===== config.mk =====
export PLATFORM = sky130hd
export DESIGN_NAME = mode_reg_ctl_flat
export DESIGN_NICKNAME = d
export VERILOG_FILES = /design/src/hw/mode_reg_pkg.sv /design/src/hw/mode_reg_if.sv /design/src/hw/mode_reg_ctl.sv /design/src/flat_wrapper.sv
export SDC_FILE = /design/constraint.sdc
export NUM_CORES = 1
export LEC_CHECK = 0
export BUFFER_PORTS_ARGS = -buffer_cell sky130_fd_sc_hd__buf_2
export CORE_ASPECT_RATIO = 0.9
export CORE_UTILIZATION = 55
export DETAILED_ROUTE_END_ITERATION = 6
export PLACE_DENSITY = 0.93
export RECOVER_POWER = 25
export SYNTH_ARGS = -nofsm -noshare
export SYNTH_HDL_FRONTEND = slang
export SYNTH_SLANG_ARGS = --single-unit

===== constraint.sdc =====
create_clock -name clk_sys -period 3.9 [get_ports clk_sys]
set_input_delay 0.39 -clock clk_sys [delete_from_list [all_inputs] [get_ports clk_sys]]
set_output_delay 0.39 -clock clk_sys [all_outputs]
set_load 0.03 [all_outputs]

===== src/hw/mode_reg_pkg.sv =====
// shared constants for the mode register file and its controller
// Notes on behaviour
// reset command restarts init after idle point
// after reset, clock enable high, nops
// auto-init status bit reads 1 while busy
// clock enable held low during power-off
// outputs high impedance while clock enable low
// reads and writes only by register commands
// each register honours its access class
// device info holds latency, self-test, status
// feature one holds recovery, burst fields
// feature two holds leveling, latency fields
// controller writes reserved bits as zero
// reserved bits read back as zero
// write-only reads give junk, strobe toggles
// never write wholly reserved addresses
// writes to read-only registers change nothing
// unmapped addresses decode as reserved
package mode_reg_pkg;
  localparam int unsigned clk_mhz = 125;
  localparam int unsigned post_reset_ns = 1000;
  localparam int unsigned post_reset_cycles = (post_reset_ns * clk_mhz + 999) / 1000;
  localparam int unsigned auto_init_ns = 10000;
  localparam int unsigned auto_init_cycles = (auto_init_ns * clk_mhz) / 1000;
  localparam int unsigned cnt_w = 16;
  localparam logic [7:0] ma_dev_info = 8'h00;
  localparam logic [7:0] ma_feat_one = 8'h01;
  localparam logic [7:0] ma_feat_two = 8'h02;
  localparam logic [7:0] ma_io_cfg = 8'h03;
  localparam logic [7:0] ma_temp = 8'h04;
  localparam logic [7:0] ma_maker = 8'h05;
  localparam logic [7:0] ma_rev_one = 8'h06;
  localparam logic [7:0] ma_rev_two = 8'h07;
  localparam logic [7:0] ma_width = 8'h08;
  localparam logic [7:0] ma_test = 8'h09;
  localparam logic [7:0] ma_cal = 8'h0a;
  localparam logic [7:0] ma_term = 8'h0b;
  localparam logic [7:0] ma_bank_mask = 8'h10;
  localparam logic [7:0] ma_seg_mask = 8'h11;
  localparam logic [7:0] ma_dq_a = 8'h20;
  localparam logic [7:0] ma_dq_b = 8'h28;
  localparam logic [7:0] ma_ca_entry_main = 8'h29;
  localparam logic [7:0] ma_ca_exit = 8'h2a;
  localparam logic [7:0] ma_ca_entry_aux = 8'h30;
  localparam logic [7:0] ma_reset = 8'h3f;
  // field masks (reserved bits cleared): writable registers, then temperature and device info reads
  localparam logic [7:0] feat_one_mask = 8'hef;
  localparam logic [7:0] feat_two_mask = 8'hdf;
  localparam logic [7:0] io_cfg_mask = 8'h0f;
  localparam logic [7:0] term_mask = 8'h07;
  localparam logic [7:0] temp_mask = 8'h87;
  localparam logic [7:0] dev_info_mask = 8'hd9;
  localparam logic [7:0] feat_one_rst = 8'h83;
  localparam logic [7:0] feat_two_rst = 8'h00;
  localparam logic [7:0] zero8 = 8'h00;
  localparam logic [7:0] junk8 = 8'ha5;
  // device capability and identity values (arbitrary)
  localparam logic [7:0] maker_id_val = 8'h5a;
  localparam logic [7:0] rev_one_val = 8'h01;
  localparam logic [7:0] rev_two_val = 8'h02;
  localparam logic [7:0] width_val = 8'h18;
  localparam logic [7:0] temp_val = 8'h03;
  localparam logic [7:0] dq_a_val = 8'h55;
  localparam logic [7:0] dq_b_val = 8'h3c;
  localparam logic low_latency_option = 1'b0;
  localparam logic wl_set_b_support = 1'b1;
  localparam logic [1:0] cal_pin_self_test = 2'b11;
  localparam logic [1:0] cmd_nop = 2'b00;
  localparam logic [1:0] cmd_read = 2'b01;
  localparam logic [1:0] cmd_write = 2'b10;
  // controller apb register offsets
  localparam logic [7:0] apb_ctrl = 8'h00;
  localparam logic [7:0] apb_addr = 8'h04;
  localparam logic [7:0] apb_wdata = 8'h08;
  localparam logic [7:0] apb_status = 8'h0c;
  localparam logic [7:0] apb_rdata = 8'h10;
  localparam int unsigned ctrl_go_bit = 0;
  localparam int unsigned ctrl_rd_bit = 1;
  localparam int unsigned ctrl_rst_bit = 2;
  localparam int unsigned ctrl_off_bit = 3;
endpackage


===== src/hw/mode_reg_if.sv =====
// link between the controller and the mode register file
`timescale 1ns/1ns
interface mode_reg_if;
  logic cke;
  logic [1:0] cmd;
  logic [7:0] ma;
  logic [7:0] op;
  logic [7:0] dq_o;
  logic dq_oe_n;
  logic dqs_t_o;
  logic dqs_c_o;
  logic dqs_oe_n;
  logic rd_valid;
  modport ctl (output cke, output cmd, output ma, output op,
    input dq_o, input dq_oe_n, input dqs_t_o, input dqs_c_o, input dqs_oe_n, input rd_valid);
  modport dev (input cke, input cmd, input ma, input op,
    output dq_o, output dq_oe_n, output dqs_t_o, output dqs_c_o, output dqs_oe_n, output rd_valid);
endinterface


===== src/hw/mode_reg_ctl.sv =====
// controller end: apb slave issuing register commands
`timescale 1ns/1ns
module mode_reg_ctl
  import mode_reg_pkg::*;
(
  input wire logic clk_sys,
  input wire logic nrst,
  mode_reg_if.ctl link,
  input wire logic psel,
  input wire logic penable,
  input wire logic pwrite,
  input wire logic [7:0] paddr,
  input wire logic [31:0] pwdata,
  output logic [31:0] prdata,
  output logic pready,
  output logic pslverr
);
  typedef enum logic [2:0] {st_idle, st_issue, st_wait_rd, st_post_reset, st_off} state_t;
  state_t state_r;
  logic [7:0] ma_r, wd_r, rd_r;
  logic rd_mode_r, cke_r, done_r;
  logic [1:0] cmd_r;
  logic [7:0] ma_out_r, op_out_r;
  logic [cnt_w-1:0] wait_r;
  logic [31:0] prdata_r;
  logic pready_r, pslverr_r;
  logic acc, commit, wr_acc, rd_acc, go, busy, mapped, ma_listed;
  logic [7:0] op_mask;
  logic [1:0] wr_code;
  logic [31:0] rd_mux;

  // apb decode, answers one cycle into the access phase; writes land at the completing edge
  assign acc = psel && penable && !pready_r;
  assign commit = psel && penable && pready_r;
  assign wr_acc = commit && pwrite;
  assign rd_acc = acc && !pwrite;
  assign busy = state_r != st_idle && state_r != st_off;
  assign go = wr_acc && paddr == apb_ctrl && pwdata[ctrl_go_bit] && !busy;
  assign mapped = paddr == apb_ctrl || paddr == apb_addr || paddr == apb_wdata
    || paddr == apb_status || paddr == apb_rdata;
  assign rd_mux = paddr == apb_addr ? {24'h0, ma_r} :
    paddr == apb_wdata ? {24'h0, wd_r} :
    paddr == apb_status ? {29'h0, state_r == st_off, done_r, busy} :
    paddr == apb_rdata ? {24'h0, rd_r} : 32'h0;

  // outgoing write data loses its reserved bits; wholly reserved addresses get a nop
  assign op_mask = ma_r == ma_feat_one ? feat_one_mask :
    ma_r == ma_feat_two ? feat_two_mask :
    ma_r == ma_io_cfg ? io_cfg_mask :
    ma_r == ma_term ? term_mask : ~zero8;
  assign ma_listed = ma_r inside {ma_dev_info, ma_feat_one, ma_feat_two, ma_io_cfg, ma_temp, ma_maker,
    ma_rev_one, ma_rev_two, ma_width, ma_test, ma_cal, ma_term, ma_bank_mask, ma_seg_mask, ma_dq_a,
    ma_dq_b, ma_ca_entry_main, ma_ca_exit, ma_ca_entry_aux, ma_reset};
  assign wr_code = ma_listed ? cmd_write : cmd_nop;

  // apb answer registers
  always_ff @(posedge clk_sys) begin
    if (!nrst) begin
      pready_r <= 1'b0;
      pslverr_r <= 1'b0;
      prdata_r <= 32'h0;
    end else begin
      pready_r <= acc;
      pslverr_r <= acc && !mapped;
      prdata_r <= rd_acc ? rd_mux : 32'h0;
    end
  end

  // software-held address and data
  always_ff @(posedge clk_sys) begin
    if (!nrst) begin
      ma_r <= zero8;
      wd_r <= zero8;
    end else begin
      if (wr_acc && paddr == apb_addr) ma_r <= pwdata[7:0];
      if (wr_acc && paddr == apb_wdata) wd_r <= pwdata[7:0];
    end
  end

  // command sequencer
  always_ff @(posedge clk_sys) begin
    if (!nrst) begin
      state_r <= st_idle;
      cke_r <= 1'b1;
      cmd_r <= cmd_nop;
      ma_out_r <= zero8;
      op_out_r <= zero8;
      rd_mode_r <= 1'b0;
      done_r <= 1'b0;
      rd_r <= zero8;
      wait_r <= '0;
    end else begin
      cmd_r <= cmd_nop;
      unique case (state_r)
        st_idle: begin
          if (wr_acc && paddr == apb_ctrl && pwdata[ctrl_off_bit]) begin
            state_r <= st_off;
            cke_r <= 1'b0;
          end else if (go && pwdata[ctrl_rst_bit]) begin
            cmd_r <= cmd_write;
            ma_out_r <= ma_reset;
            op_out_r <= zero8;
            wait_r <= cnt_w'(post_reset_cycles);
            done_r <= 1'b0;
            state_r <= st_post_reset;
          end else if (go) begin
            rd_mode_r <= pwdata[ctrl_rd_bit];
            done_r <= 1'b0;
            state_r <= st_issue;
          end
        end
        st_issue: begin
          cmd_r <= rd_mode_r ? cmd_read : wr_code;
          ma_out_r <= ma_r;
          op_out_r <= wd_r & op_mask;
          if (rd_mode_r) begin
            state_r <= st_wait_rd;
          end else begin
            done_r <= 1'b1;
            state_r <= st_idle;
          end
        end
        st_wait_rd: begin
          if (link.rd_valid) begin
            rd_r <= link.dq_o;
            done_r <= 1'b1;
            state_r <= st_idle;
          end
        end
        st_post_reset: begin
          cke_r <= 1'b1;
          if (wait_r == '0) begin
            done_r <= 1'b1;
            state_r <= st_idle;
          end else begin
            wait_r <= wait_r - 1'b1;
          end
        end
        st_off: begin
          cke_r <= 1'b0;
          if (wr_acc && paddr == apb_ctrl && !pwdata[ctrl_off_bit]) begin
            cke_r <= 1'b1;
            state_r <= st_idle;
          end
        end
      endcase
    end
  end

  assign link.cke = cke_r;
  assign link.cmd = cmd_r;
  assign link.ma = ma_out_r;
  assign link.op = op_out_r;
  assign prdata = prdata_r;
  assign pready = pready_r;
  assign pslverr = pslverr_r;
endmodule


===== src/flat_wrapper.sv =====
// flat-port wrapper written by rule: the top's interface ports become plain ports
module mode_reg_ctl_flat import mode_reg_pkg::*;
  (clk_sys, nrst, psel, penable, pwrite, paddr, pwdata, prdata, pready, pslverr, link_cke, link_cmd, link_ma, link_op, link_dq_o, link_dq_oe_n, link_dqs_t_o, link_dqs_c_o, link_dqs_oe_n, link_rd_valid);
  mode_reg_if link_i ();
  input wire logic clk_sys;
  input wire logic nrst;
  input wire logic psel;
  input wire logic penable;
  input wire logic pwrite;
  input wire logic [7:0] paddr;
  input wire logic [31:0] pwdata;
  output logic [31:0] prdata;
  output logic pready;
  output logic pslverr;
  output wire logic [$bits(link_i.cke)-1:0] link_cke;
  output wire logic [$bits(link_i.cmd)-1:0] link_cmd;
  output wire logic [$bits(link_i.ma)-1:0] link_ma;
  output wire logic [$bits(link_i.op)-1:0] link_op;
  input wire logic [$bits(link_i.dq_o)-1:0] link_dq_o;
  input wire logic [$bits(link_i.dq_oe_n)-1:0] link_dq_oe_n;
  input wire logic [$bits(link_i.dqs_t_o)-1:0] link_dqs_t_o;
  input wire logic [$bits(link_i.dqs_c_o)-1:0] link_dqs_c_o;
  input wire logic [$bits(link_i.dqs_oe_n)-1:0] link_dqs_oe_n;
  input wire logic [$bits(link_i.rd_valid)-1:0] link_rd_valid;
  assign link_cke = link_i.cke;
  assign link_cmd = link_i.cmd;
  assign link_ma = link_i.ma;
  assign link_op = link_i.op;
  assign link_i.dq_o = link_dq_o;
  assign link_i.dq_oe_n = link_dq_oe_n;
  assign link_i.dqs_t_o = link_dqs_t_o;
  assign link_i.dqs_c_o = link_dqs_c_o;
  assign link_i.dqs_oe_n = link_dqs_oe_n;
  assign link_i.rd_valid = link_rd_valid;
  mode_reg_ctl u_core (.clk_sys(clk_sys), .nrst(nrst), .link(link_i), .psel(psel), .penable(penable), .pwrite(pwrite), .paddr(paddr), .pwdata(pwdata), .prdata(prdata), .pready(pready), .pslverr(pslverr));
endmodule

# Word-level counts from Yosys, hierarchy flattened
# Cells that the tools add are included.
# word_totals
register_bits	98
memories	0
mem_bits_rw	0
latch_bits	0
romBits	0
wordCells	143
# classes
reduce_logical	43
bitwise	5
eq_ne	38
mul	0
n_shift	0
addsub	1
order_cmp	0
muxes	41
div_mod_pow	0
# op_table
operator	count
$mux 8	12
$eq 8x4->1 const B	6
$eq 8x6->1 const B	6
$mux 16	3
$eq 8x3->1 const B	5
$pmux 16 s2	1
$pmux 8 s2	2
$eq 8x5->1 const B	3
$reduce_bool 20->1	1
$mux 3	6
$eq 8x2->1 const B	2
$logic_not 16->1	1
$logic_not 8->1	2
$sub 16x1->16 const B	1
$logic_and 1x1->1	15
$pmux 3 s5	1
$reduce_and 4->1	3
$mux 2	5
$ne 2x2->1 const B	5
$and 8x8->8	1
$eq 8x1->1 const B	1
$mux 1	8
$eq 3x2->1 const B	2
$ne 2x1->1 const B	3
other kinds (19)	33

# Longest topological paths before layout
# Gate-level depths: netlist of run 1.
# logic_depth
word_depth	10
ltp_mapped	8
mapped_depth_nobuf	7

# Worst setup path before layout of run 1
# No wires, ideal clock.
# synth_timing
path_type	input-to-reg
from	input port paddr[7]
to	register u_core.wait_r[7]
stages	6
arrival_time_ns	1.919
path_slack_ns	1.909
path_buffers	1
setup_time_ns	0.072
path_cell_list	nor4_1 and4_1 buf_2 nand2_2 a2111oi_0 mux2i_1
# synth_via
elab_chain_cells	7
# synth_lines
element	line_no	source
start: declaration	flat_wrapper.sv:10	input wire logic [7:0] paddr;
$logic_not 8->1 (*)	mode_reg_ctl.sv:38, mode_reg_ctl.sv:96	
$logic_and 1x1->1 (*)	mode_reg_ctl.sv:38, mode_reg_ctl.sv:96	
$logic_and 1x1->1 (2 in a row)	mode_reg_ctl.sv:38	assign go = wr_acc && paddr == apb_ctrl && pwdata[ctrl_go_bit] && !busy;
$logic_and 1x1->1	mode_reg_ctl.sv:99	end else if (go && pwdata[ctrl_rst_bit]) begin
$ne 2x1->1 (no line)	--	
$reduce_and 4->1 (no line) (*)	--	
end signal: assignment	mode_reg_ctl.sv:103	wait_r <= cnt_w'(post_reset_cycles);
end signal: assignment	mode_reg_ctl.sv:136	wait_r <= wait_r - 1'b1;
end: declaration	mode_reg_ctl.sv:24	logic [cnt_w-1:0] wait_r;
# Every way passes the cells marked *; elsewhere a longest branch is shown, timed or not.
# A chain may end at the register's enable or synchronous reset.

# Worst setup path in the final report of run 1
# layout_timing
from	register u_core.pready_r, in the netlist u_core.pready
to	register u_core.wait_r[7]
# layout_via
elab_chain_cells	8
# layout_lines
element	line_no	source
start: declaration	mode_reg_ctl.sv:26	logic pready_r, pslverr_r;
start signal: assignment	mode_reg_ctl.sv:59	pready_r <= 1'b0;
start signal: assignment	mode_reg_ctl.sv:63	pready_r <= acc;
$logic_and 1x1->1 (*)	mode_reg_ctl.sv:34	assign commit = psel && penable && pready_r;
$logic_and 1x1->1 (*)	mode_reg_ctl.sv:35	assign wr_acc = commit && pwrite;
$logic_and 1x1->1 (*)	mode_reg_ctl.sv:38, mode_reg_ctl.sv:96	
$logic_and 1x1->1 (2 in a row)	mode_reg_ctl.sv:38	
$logic_and 1x1->1	mode_reg_ctl.sv:99	
$ne 2x1->1 (no line)	--	
$reduce_and 4->1 (no line) (*)	--	
# Marks and branches as above.

==> results.md, run 1 <==
Outcome:
- The flow ran to the end, and the final reports show no timing, DRC or antenna violations.

Yosys:
- The Yosys step of the flow raised 0 warnings.
- The top cell type by area accounts for 41.2% of the synthesized area.
- Yosys mapped a number of flops with a built-in enable equal to 0.
- In the synthesized netlist the dominant register cell turns out to be dfxtp_1.
- The number of synthesized register bits is 74.
- The library cell with the largest summed area after synthesis is dfxtp_1.
- The synthesized instance count is 438.
- Of all flip-flops after synthesis, the portion carrying an async set or reset was 0%.
- In this run the cell area of the synthesized design comes to approximately 3600 um2.
- Ranked by total cell area, the synthesized netlist is headed by dfxtp_1 41%, a21oi_1 6.8%, nand3_1 5.8%.
- Sequential elements use 41.2% of the synthesized area.
- The synthesized area per cell is just over 8 um2.
- Counting distinct cell types in the post-synthesis netlist gives 60.

Global route:
- The number of global-route vias before repair is 2,883.
- The number of antenna violations at the first check in global routing is 0.
- Entering global routing, the biggest net connects 47 pins.
- The global-route usage over all layers is 25.6%.
- The wire length of the first global-routing pass is 13,700 um.
- The remaining global-route overflow is 0.

Layout:
- The number of standard cells in the final layout excluding fillers is 572.
- The fraction of final layout cells with drive strength greater than 1 is 13.4%.
- The filler cell count is 535.
- The synthesis-to-finish area growth is 9.98%.
- The antenna diode instance count is 0.
- The finished cells cover 3960 um2.
- After the last flow step, the layout net total stands at 540.

Placement:
- Once placement completed, the tool counted placed cells totaling 556.
- The post-DP HPWL is 6070 um.
- The standard cell area after detailed placement is 3780 um2.
- The pre-CTS setup slack is around 1.1 ns.
- The number of input and output port buffers inserted is 58.
- Routability-driven placement finished with a final weighted congestion of 0.922.

Setup path:
- The destination of the worst register-to-register timing path is u_core.wait_r[7]$_SDFFE_PN0P_.
- On the worst path, the slowest cell contributes a delay of 0.66 ns.
- STA classifies the critical path endpoint as a flop.
- The classification of the worst setup path is flop to flop.
- The setup check on the worst reg-to-reg path leaves a slack of 1.30 ns.
- Measured in cells, the most critical reg-to-reg path has a length of 6.
- For the worst setup path, the data arrival time is roughly 2.9 ns.
- The most critical setup path has its startpoint at u_core.pready$_SDFF_PN0_.
- For the worst setup path, the data required time is 4.18 ns.
- The launching point of the worst reg2reg path is u_core.pready$_SDFF_PN0_.
- The largest fanout on the critical path is 36.
- The signal on the critical path passes through and4_1 > buf_4 > and4_1 > nand2_2 > a2111oi_0 > mux2i_1.
- The kind of start point of the critical path is a flop.
- The most frequent cell on the critical path is and4_1.
- The slowest library cell on the worst path is a2111oi_0.
- The most critical setup path has its endpoint at u_core.wait_r[7]$_SDFFE_PN0P_.

CTS:
- The clock slew at the register clock pins of the worst setup and hold paths is 0.08 ns.
- After clock tree synthesis, the flow added hold-fix buffers numbering 0.
- The number of CTS-inserted buffers is 9.
- TritonCTS built the clock tree.
- The H-tree was split into 3 levels.
- The clock insertion delay at the later pin of the skew report is 0.36 ns.
- The maximum number of buffers from clock root to sink is 2.
- The buffer count from post-CTS setup fixing is 0.
- The number of sinks handled by clock tree synthesis is 74.
- Clock tree synthesis selected as its root buffer the cell clkbuf_8.
- The number of resized instances in the post-cts repair step is 0.

Die:
- The placeable core area is between 6000 and 7000 um2.
- The floorplan has 27 rows.
- In this run the vertical extent of the chip is 78.7 um.
- The die span in x is slightly below 90 um.
- The die covers 6870 um2.
- For this design the top-level I/O count stands at 111.
- The initial standard-cell utilization of the core is between 50% and 60%.

Run:
- The count of max-cap constraint violations is 0.

Routing:
- For this block, the initial DRC count from the detailed router was 451.
- The detail-routed net length per standard cell is 15.1 um.
- The number of iterations in the first detailed-routing pass is 5.
- Dividing the detail-routed via count by the number of cells gives slightly below 6.
- The final route contains 3,358 vias.
- For this run, design rule violations remaining after detail routing come to 0.
- Once detail routing completed, the nets flagged for antenna violations numbered 0.
- The sum of routed wire length over all layers is 8630 um.

STA:
- The final-report hold violation count is 0.
- Headroom to the max-slew limit came out at 25.3%.
- The share of the cycle needed by the critical path after routing is 66.6%.
- For the final routed database, the setup TNS stands at 0 ns.
- The max-slew violation count is 0.
- Setup repair after global routing left no endpoint under its margin.
- Clock skew on the completed layout was measured at 0.0100 ns.
- The worst path needs 2.60 ns of the cycle, external delays included.
- At the pin with the least slew margin, the transition time is 1.12 ns.
- Setup violations remaining at the end of the flow were counted as 0.
- The worst path meets setup with roughly 1.3 ns of slack.
- Based on the critical path, the design can be clocked at up to 385 MHz.

Pwr:
- The peak ir drop on the vdd network is roughly 0.24 mV.
- The analysis attributes to cell leakage a power of 0.00149 uW.
- The total design power is 1460 uW.
- The areal power density over the cells is 368 nW/um2.

Hold path:
- In this run the worst hold path is classified as input port to flop.
worst min path at each step:
stage	start	to	slack, ns	cells after the start
after global placement	u_core.wait_r[14]$_SDFFE_PN0P_	u_core.wait_r[14]$_SDFFE_PN0P_	0.45	2
after CTS	link_dq_o[5]	u_core.rd_r[5]$_SDFFE_PN0P_	0.26	3
after detailed placement	u_core.link.ma[6]$_SDFFE_PN0P_	u_core.link.ma[6]$_SDFFE_PN0P_	0.46	2
after floorplan	u_core.wait_r[9]$_SDFFE_PN0P_	u_core.wait_r[9]$_SDFFE_PN0P_	0.44	2
after global routing	link_dq_o[3]	u_core.rd_r[3]$_SDFFE_PN0P_	0.28	3
final	link_dq_o[5]	u_core.rd_r[5]$_SDFFE_PN0P_	0.26	3
cell families after synthesis:
logic type / share of synthesized area (%)
flip-flops: 41.2
adder cells (fa/ha/maj): 0.695
multiplexers: 3.69
other: 0.104
AND/OR/NAND/NOR: 24.3
AO/OA/AOI/OAI: 18.6
XOR/XNOR: 1.46
buffers and inverters: 9.94
registers in the layout, indices dropped and copies added, names as in the netlist, 2 cells and up:
signal           count
u_core.wd_r          8
u_core.prdata        8
u_core.ma_r          8
u_core.state_r       3
u_core.rd_r          8
u_core.wait_r       16
u_core.link.ma       8
u_core.link.cmd      2
u_core.link.op       8
synth_stat cells, types with 6 or more instances:
library cell  count
nor2_1           38
buf_4            24
o21ai_0          12
nand2_1          43
dfxtp_1          74
clkbuf_1         19
inv_1             7
mux2i_1          11
xor2_1            6
nand3_1          42
nor3_1           11
a21oi_1          49
where the power goes:
part | total [uW] | switching [uW] | leakage [uW] | internal [uW]
registers | 756 | 0.407 | 0.000596 | 756
clock network | 618 | 301 | 0.0000962 | 316
logic | 83.2 | 65.1 | 0.000797 | 18.1
worst max-delay path, delay by kind of cell (launching register included):
family / cells / cell delay [ns]
buffers and inverters: 1 / 0.23
DFF: 1 / 0.35
and+or+nand+nor: 3 / 1.04
muxes: 1 / 0.25
AOI/OAI and AO/OA: 1 / 0.66
layout by cell type, fill, tap and decap left out, types with 6 or more instances in the layout:
cell and n:
nor2_1 38, mux2i_1 11, buf_2 34, clkbuf_1 25, a21oi_1 49, dfxtp_1 74, nand2_1 43, inv_1 7
clkbuf_8 10, o21ai_0 12, conb_1 24, xor2_1 6, nand3_1 42, nor3_1 11
area by class of cell:
class                      instances  area [um2]  area share (%)
tap                               87         109            2.75
inverter                           8        30.0           0.759
sequential                        74        1480            37.4
clock inverter                     5        62.6            1.58
clock buffer                      11         141            3.57
timing repair buffer              61         283            7.15
multi-input combinational        326        1850            46.8
metrics by stage:
| stage | util, % | hold WS [ns] |
|---|---|---|
| after floorplan | - | 0.437 |
| after global placement | 60.9 | 0.452 |
| after detailed placement | 60.9 | 0.458 |
| after CTS | 64.2 | 0.264 |
| after global routing | 63.7 | 0.280 |
| final | 63.7 | 0.265 |
metal layers:
metal | GRT usage [%] | part of all wire [%]
met5 | 0 | 0
met4 | 7.21 | 1.3
met3 | 6.86 | 9.7
met2 | 39.7 | 46
met1 | 35.0 | 43
No activity file was read; power rests on OpenSTA's default activity.
==> run 2, diff against run 1 <==
--- a/config.mk
+++ b/config.mk
@@ -5,11 +5,12 @@
 export SDC_FILE = /design/constraint.sdc
 export NUM_CORES = 1
 export LEC_CHECK = 0
+export ABC_AREA = 1
 export BUFFER_PORTS_ARGS = -buffer_cell sky130_fd_sc_hd__buf_2
 export CORE_ASPECT_RATIO = 0.9
-export CORE_UTILIZATION = 55
+export CORE_UTILIZATION = 52
 export DETAILED_ROUTE_END_ITERATION = 6
-export PLACE_DENSITY = 0.93
+export PLACE_DENSITY = 0.88
 export RECOVER_POWER = 25
 export SYNTH_ARGS = -nofsm -noshare
 export SYNTH_HDL_FRONTEND = slang
==> constraint.sdc (replaced) <==
create_clock -name clk_sys -period 2.4 [get_ports clk_sys]
set_input_delay 0.24 -clock clk_sys [delete_from_list [all_inputs] [get_ports clk_sys]]
set_output_delay 0.24 -clock clk_sys [all_outputs]
set_load 0.03 [all_outputs]
==> run 2 against run 1 <==
Global-route usage about the same. Count of clock-buffer cells in the layout fell by 1. Clock power rose by 43%. Clock skew shrank 0.0010 ns. First-iteration DRC count decreased by 56%. Largest cell class unchanged. Final cell count grew 26%. Sequential power grew 71%. Wire length up 9.0%. Highest routed layer unchanged. Area after synthesis up 8.8%. Non-clock buffer count grew 1. Die area rose by 15%. Critical path depth unchanged.
==> results.md, run 2 <==
Outcome:
- The run finished with clean final reports.

STA:
- The final-report hold violation count is 0.
- The worst setup skew after layout is 0.00898 ns.
- The max-slew violation count came to 0.
- For the final routed database, the setup TNS stands at 0 ns.
- The clock period could shrink to around 1.8 ns.
- The final setup violation count is 0.
- After layout, the worst path uses 75.0% of the clock period.
- The worst path meets setup with 0.600 ns of slack.
- For the pin with the worst max-slew slack, the measured transition is around 0.72 ns.
- The worst pin sits at a relative slew slack of 51.4%.
- Derived from the worst setup path, the maximum achievable clock frequency is approximately 560 MHz.
- Setup repair after global routing left no endpoint under its margin.

CTS:
- The maximum number of buffers from clock root to sink is 2.
- Buffers inserted during clock tree synthesis total 9.
- The buffer type at the clock tree root is clkbuf_8.
- In this run, post-CTS hold repair placed 0 buffers.
- The H-tree level count is 3.
- TritonCTS built the clock tree.
- At the later pin of the worst-skew pair, clock insertion delay measures 0.36 ns.
- Post-CTS timing repair inserted 0 buffers for setup.
- After clock tree synthesis, the repair step resized 0 gates.
- After clock tree synthesis, the clock-pin slew on the worst setup and hold paths is 0.08 ns.
- The clock net in this run drives a total of 74 sinks.

Run:
- The count of max-cap constraint violations is 0.

Yosys:
- The fraction of the mapped netlist area in simple logic gates is 34.7%.
- The synthesized netlist contains 40 unique library cells.
- The async set-reset flop share out of synthesis is 0%.
- After synthesis, the mean cell area works out to 6.91 um2.
- By area the synthesized netlist is led by dfxtp_1 38%, nand2_1 11%, nor2_1 8.1%.
- After Yosys synthesis, XOR and XNOR cells account for less than 1% of the synthesized area.
- In this run the biggest area consumer among cell types represents 37.9% of the synthesized area.
- The cell area after synthesis is 3910 um2.
- After synthesis the netlist holds a flip-flop and latch count of 74.
- The most used flip-flop cell after synthesis is dfxtp_1.
- The mux cell area share after synthesis is 0%.
- The synthesized-area fraction occupied by adder cells is 0.639%.
- The complex-gate fraction of the synthesized area is 14.1%.
- After synthesis, the largest family of logic cells by area is simple AND/OR/NAND/NOR gates.
- The part of the Yosys area used for sequential elements is 37.9%.
- Counting instances in the post-synthesis netlist gives the leading cell types as 115 x nand2_1, 84 x nor2_1, 74 x dfxtp_1.
- The number of flops mapped to enable cells by yosys is 0.
- Synthesis produced a netlist whose cell count is ~570.
- The library cell with the largest summed area after synthesis is dfxtp_1.
- The count of warnings emitted by yosys is 0.
- The cell with the most instances after synthesis is nand2_1.

Global route:
- The number of global-route vias before repair is 3,668.
- After global routing the overflow that remains totals 0.
- The number of antenna violations at the first check in global routing was 0.
- The global-route usage over all layers is 25.6%.
- The largest net degree at the start of global routing is 35.
- The wire length of the first global-routing pass is approximately 16,000 um.

Setup path:
- The setup path with the least slack is of type flop to flop.
- The type of element capturing the critical path is a flop.
- For the worst setup path, the data required time is 2.68 ns.
- The worst setup path is launched from a flop.
- The data arrival time at the worst-slack endpoint is 2.08 ns.
- The largest fanout on the critical path is 14.
- In this run the register-to-register setup slack is 0.60 ns.

Placement:
- In this run the cell area measured after placement is 4180 um2.
- The post-DP HPWL is 6950 um.
- The final weighted congestion of routability-driven global placement is just over 0.9.
- In this run the tool buffered the top-level ports with between 50 and 60 buffer cells.
- Prior to clock tree synthesis, the placed netlist has a worst setup slack of 0.601 ns.

Routing:
- The number of nets with antenna violations after detailed routing is 0.
- The detail-routed net length per standard cell is approximately 13 um.
- The ratio of routed vias to standard cells is 5.36.
- The number of iterations in the first detailed-routing pass is 5.
- The sum of routed wire length over all layers is 9410 um.
- The total number of vias is about 3,900.
- The detailed-route DRC error count is 0.
- In this run, the number of DRC markers left after iteration 0 of detailed routing was 198.

Die:
- The core region is 7150 um2.
- The die outline height is 84.3 um.
- The floorplan has 29 rows.
- The initial standard-cell utilization of the core is between 50% and 60%.
- The die is 93.4 um wide.
- The floorplan die area is 7880 um2.
- For this design the top-level I/O count stands at roughly 110.

Layout:
- The antenna diode instance count is 0.
- The net count of the finished layout is 685.
- After routing the design area is around 4300 um2.
- u_core.wait_r holds more flip-flops than any other register.
- Cells with a size suffix above 1 make up about 14% of the layout.
- The filler cells instantiated in the layout total between 600 and 700.
- The register with the most flip-flops in the layout has 16 of them.
- The library cells used most frequently in the layout, excluding fill and tap cells, are 115 x nand2_1, 84 x nor2_1, 74 x dfxtp_1.
- The library cell used most frequently in the layout, excluding fill and tap cells, is nand2_1.
- The synthesis-to-finish area growth is 10.6%.

Pwr:
- In this run the power density over the cells is 649 nW/um2.
- Total power for the finished layout comes to about 2800 uW.
- VDD sags by at most 0.471 mV.
- The static power due to leakage is between 0.0015 and 0.002 uW.

Hold path:
- The class of the most critical hold timing path is input port to flop.
## run 2: final timing paths
kind                                   from  cells past startpoint                             end
min                            link_dq_o[4]                      3     u_core.rd_r[4]$_SDFFE_PN0P_
min reg2reg  u_core.link.ma[1]$_SDFFE_PN0P_                      2  u_core.link.ma[1]$_SDFFE_PN0P_
max                u_core.pready$_SDFF_PN0_                      6  u_core.wait_r[14]$_SDFFE_PN0P_
max reg2reg        u_core.pready$_SDFF_PN0_                      6  u_core.wait_r[14]$_SDFFE_PN0P_
## run 2: kinds of logic (layout without fill, tap and decap cells)
group           Yosys count  after routing
buf+inv                  97            138
xor+xnor                  2              2
flops                    74             74
compound gates          104            104
fa+ha+maj                 2              2
other cells               1             24
simple gates            286            286
## run 2: critical path, cell delays in order (launching register included)
cell and delay, ns:
dfxtp_1 0.41, nand2_1 0.11, nor2_4 0.36, nand4_4 0.20, o21ai_2 0.40, nand2_1 0.11
a21oi_1 0.13
## run 2: power breakdown
part           internal, uW  switching (uW)  leakage [uW]
Sequential             1260            29.6      0.000597
Combinational           195             439       0.00126
Clock                   386             498     0.0000877
## run 2: routing by layer
| metal | wire length [um] | up-vias | part of all wire (%) | track usage [%] |
|---|---|---|---|---|
| met5 | 0 | - | 0 | 0 |
| met3 | 624 | 23 | 6.6 | 6.25 |
| met4 | 182 | 0 | 1.9 | 10.2 |
| met2 | 4700 | 163 | 50 | 44.5 |
| li1 | - | 1912 | - | - |
| met1 | 3900 | 1780 | 41 | 30.2 |
## run 2: area by class of cell
class / count / area (um2) / area share [%]
multi-input combinational: 418 / 2040 / 47.1
sequential: 74 / 1480 / 34.2
timing repair buffer: 62 / 290 / 6.71
inverter: 60 / 225 / 5.20
clock buffer: 10 / 128 / 2.95
tap: 93 / 116 / 2.69
clock inverter: 6 / 47.5 / 1.10
## run 2: stage by stage
stage	utilization (%)	cells	hold slack, ns
final	60.6	723	0.102
after global routing	60.6	723	0.114
after CTS	61.0	723	0.0948
after detailed placement	58.5	707	0.438
after global placement	58.5	707	0.437
after floorplan	-	589	0.375
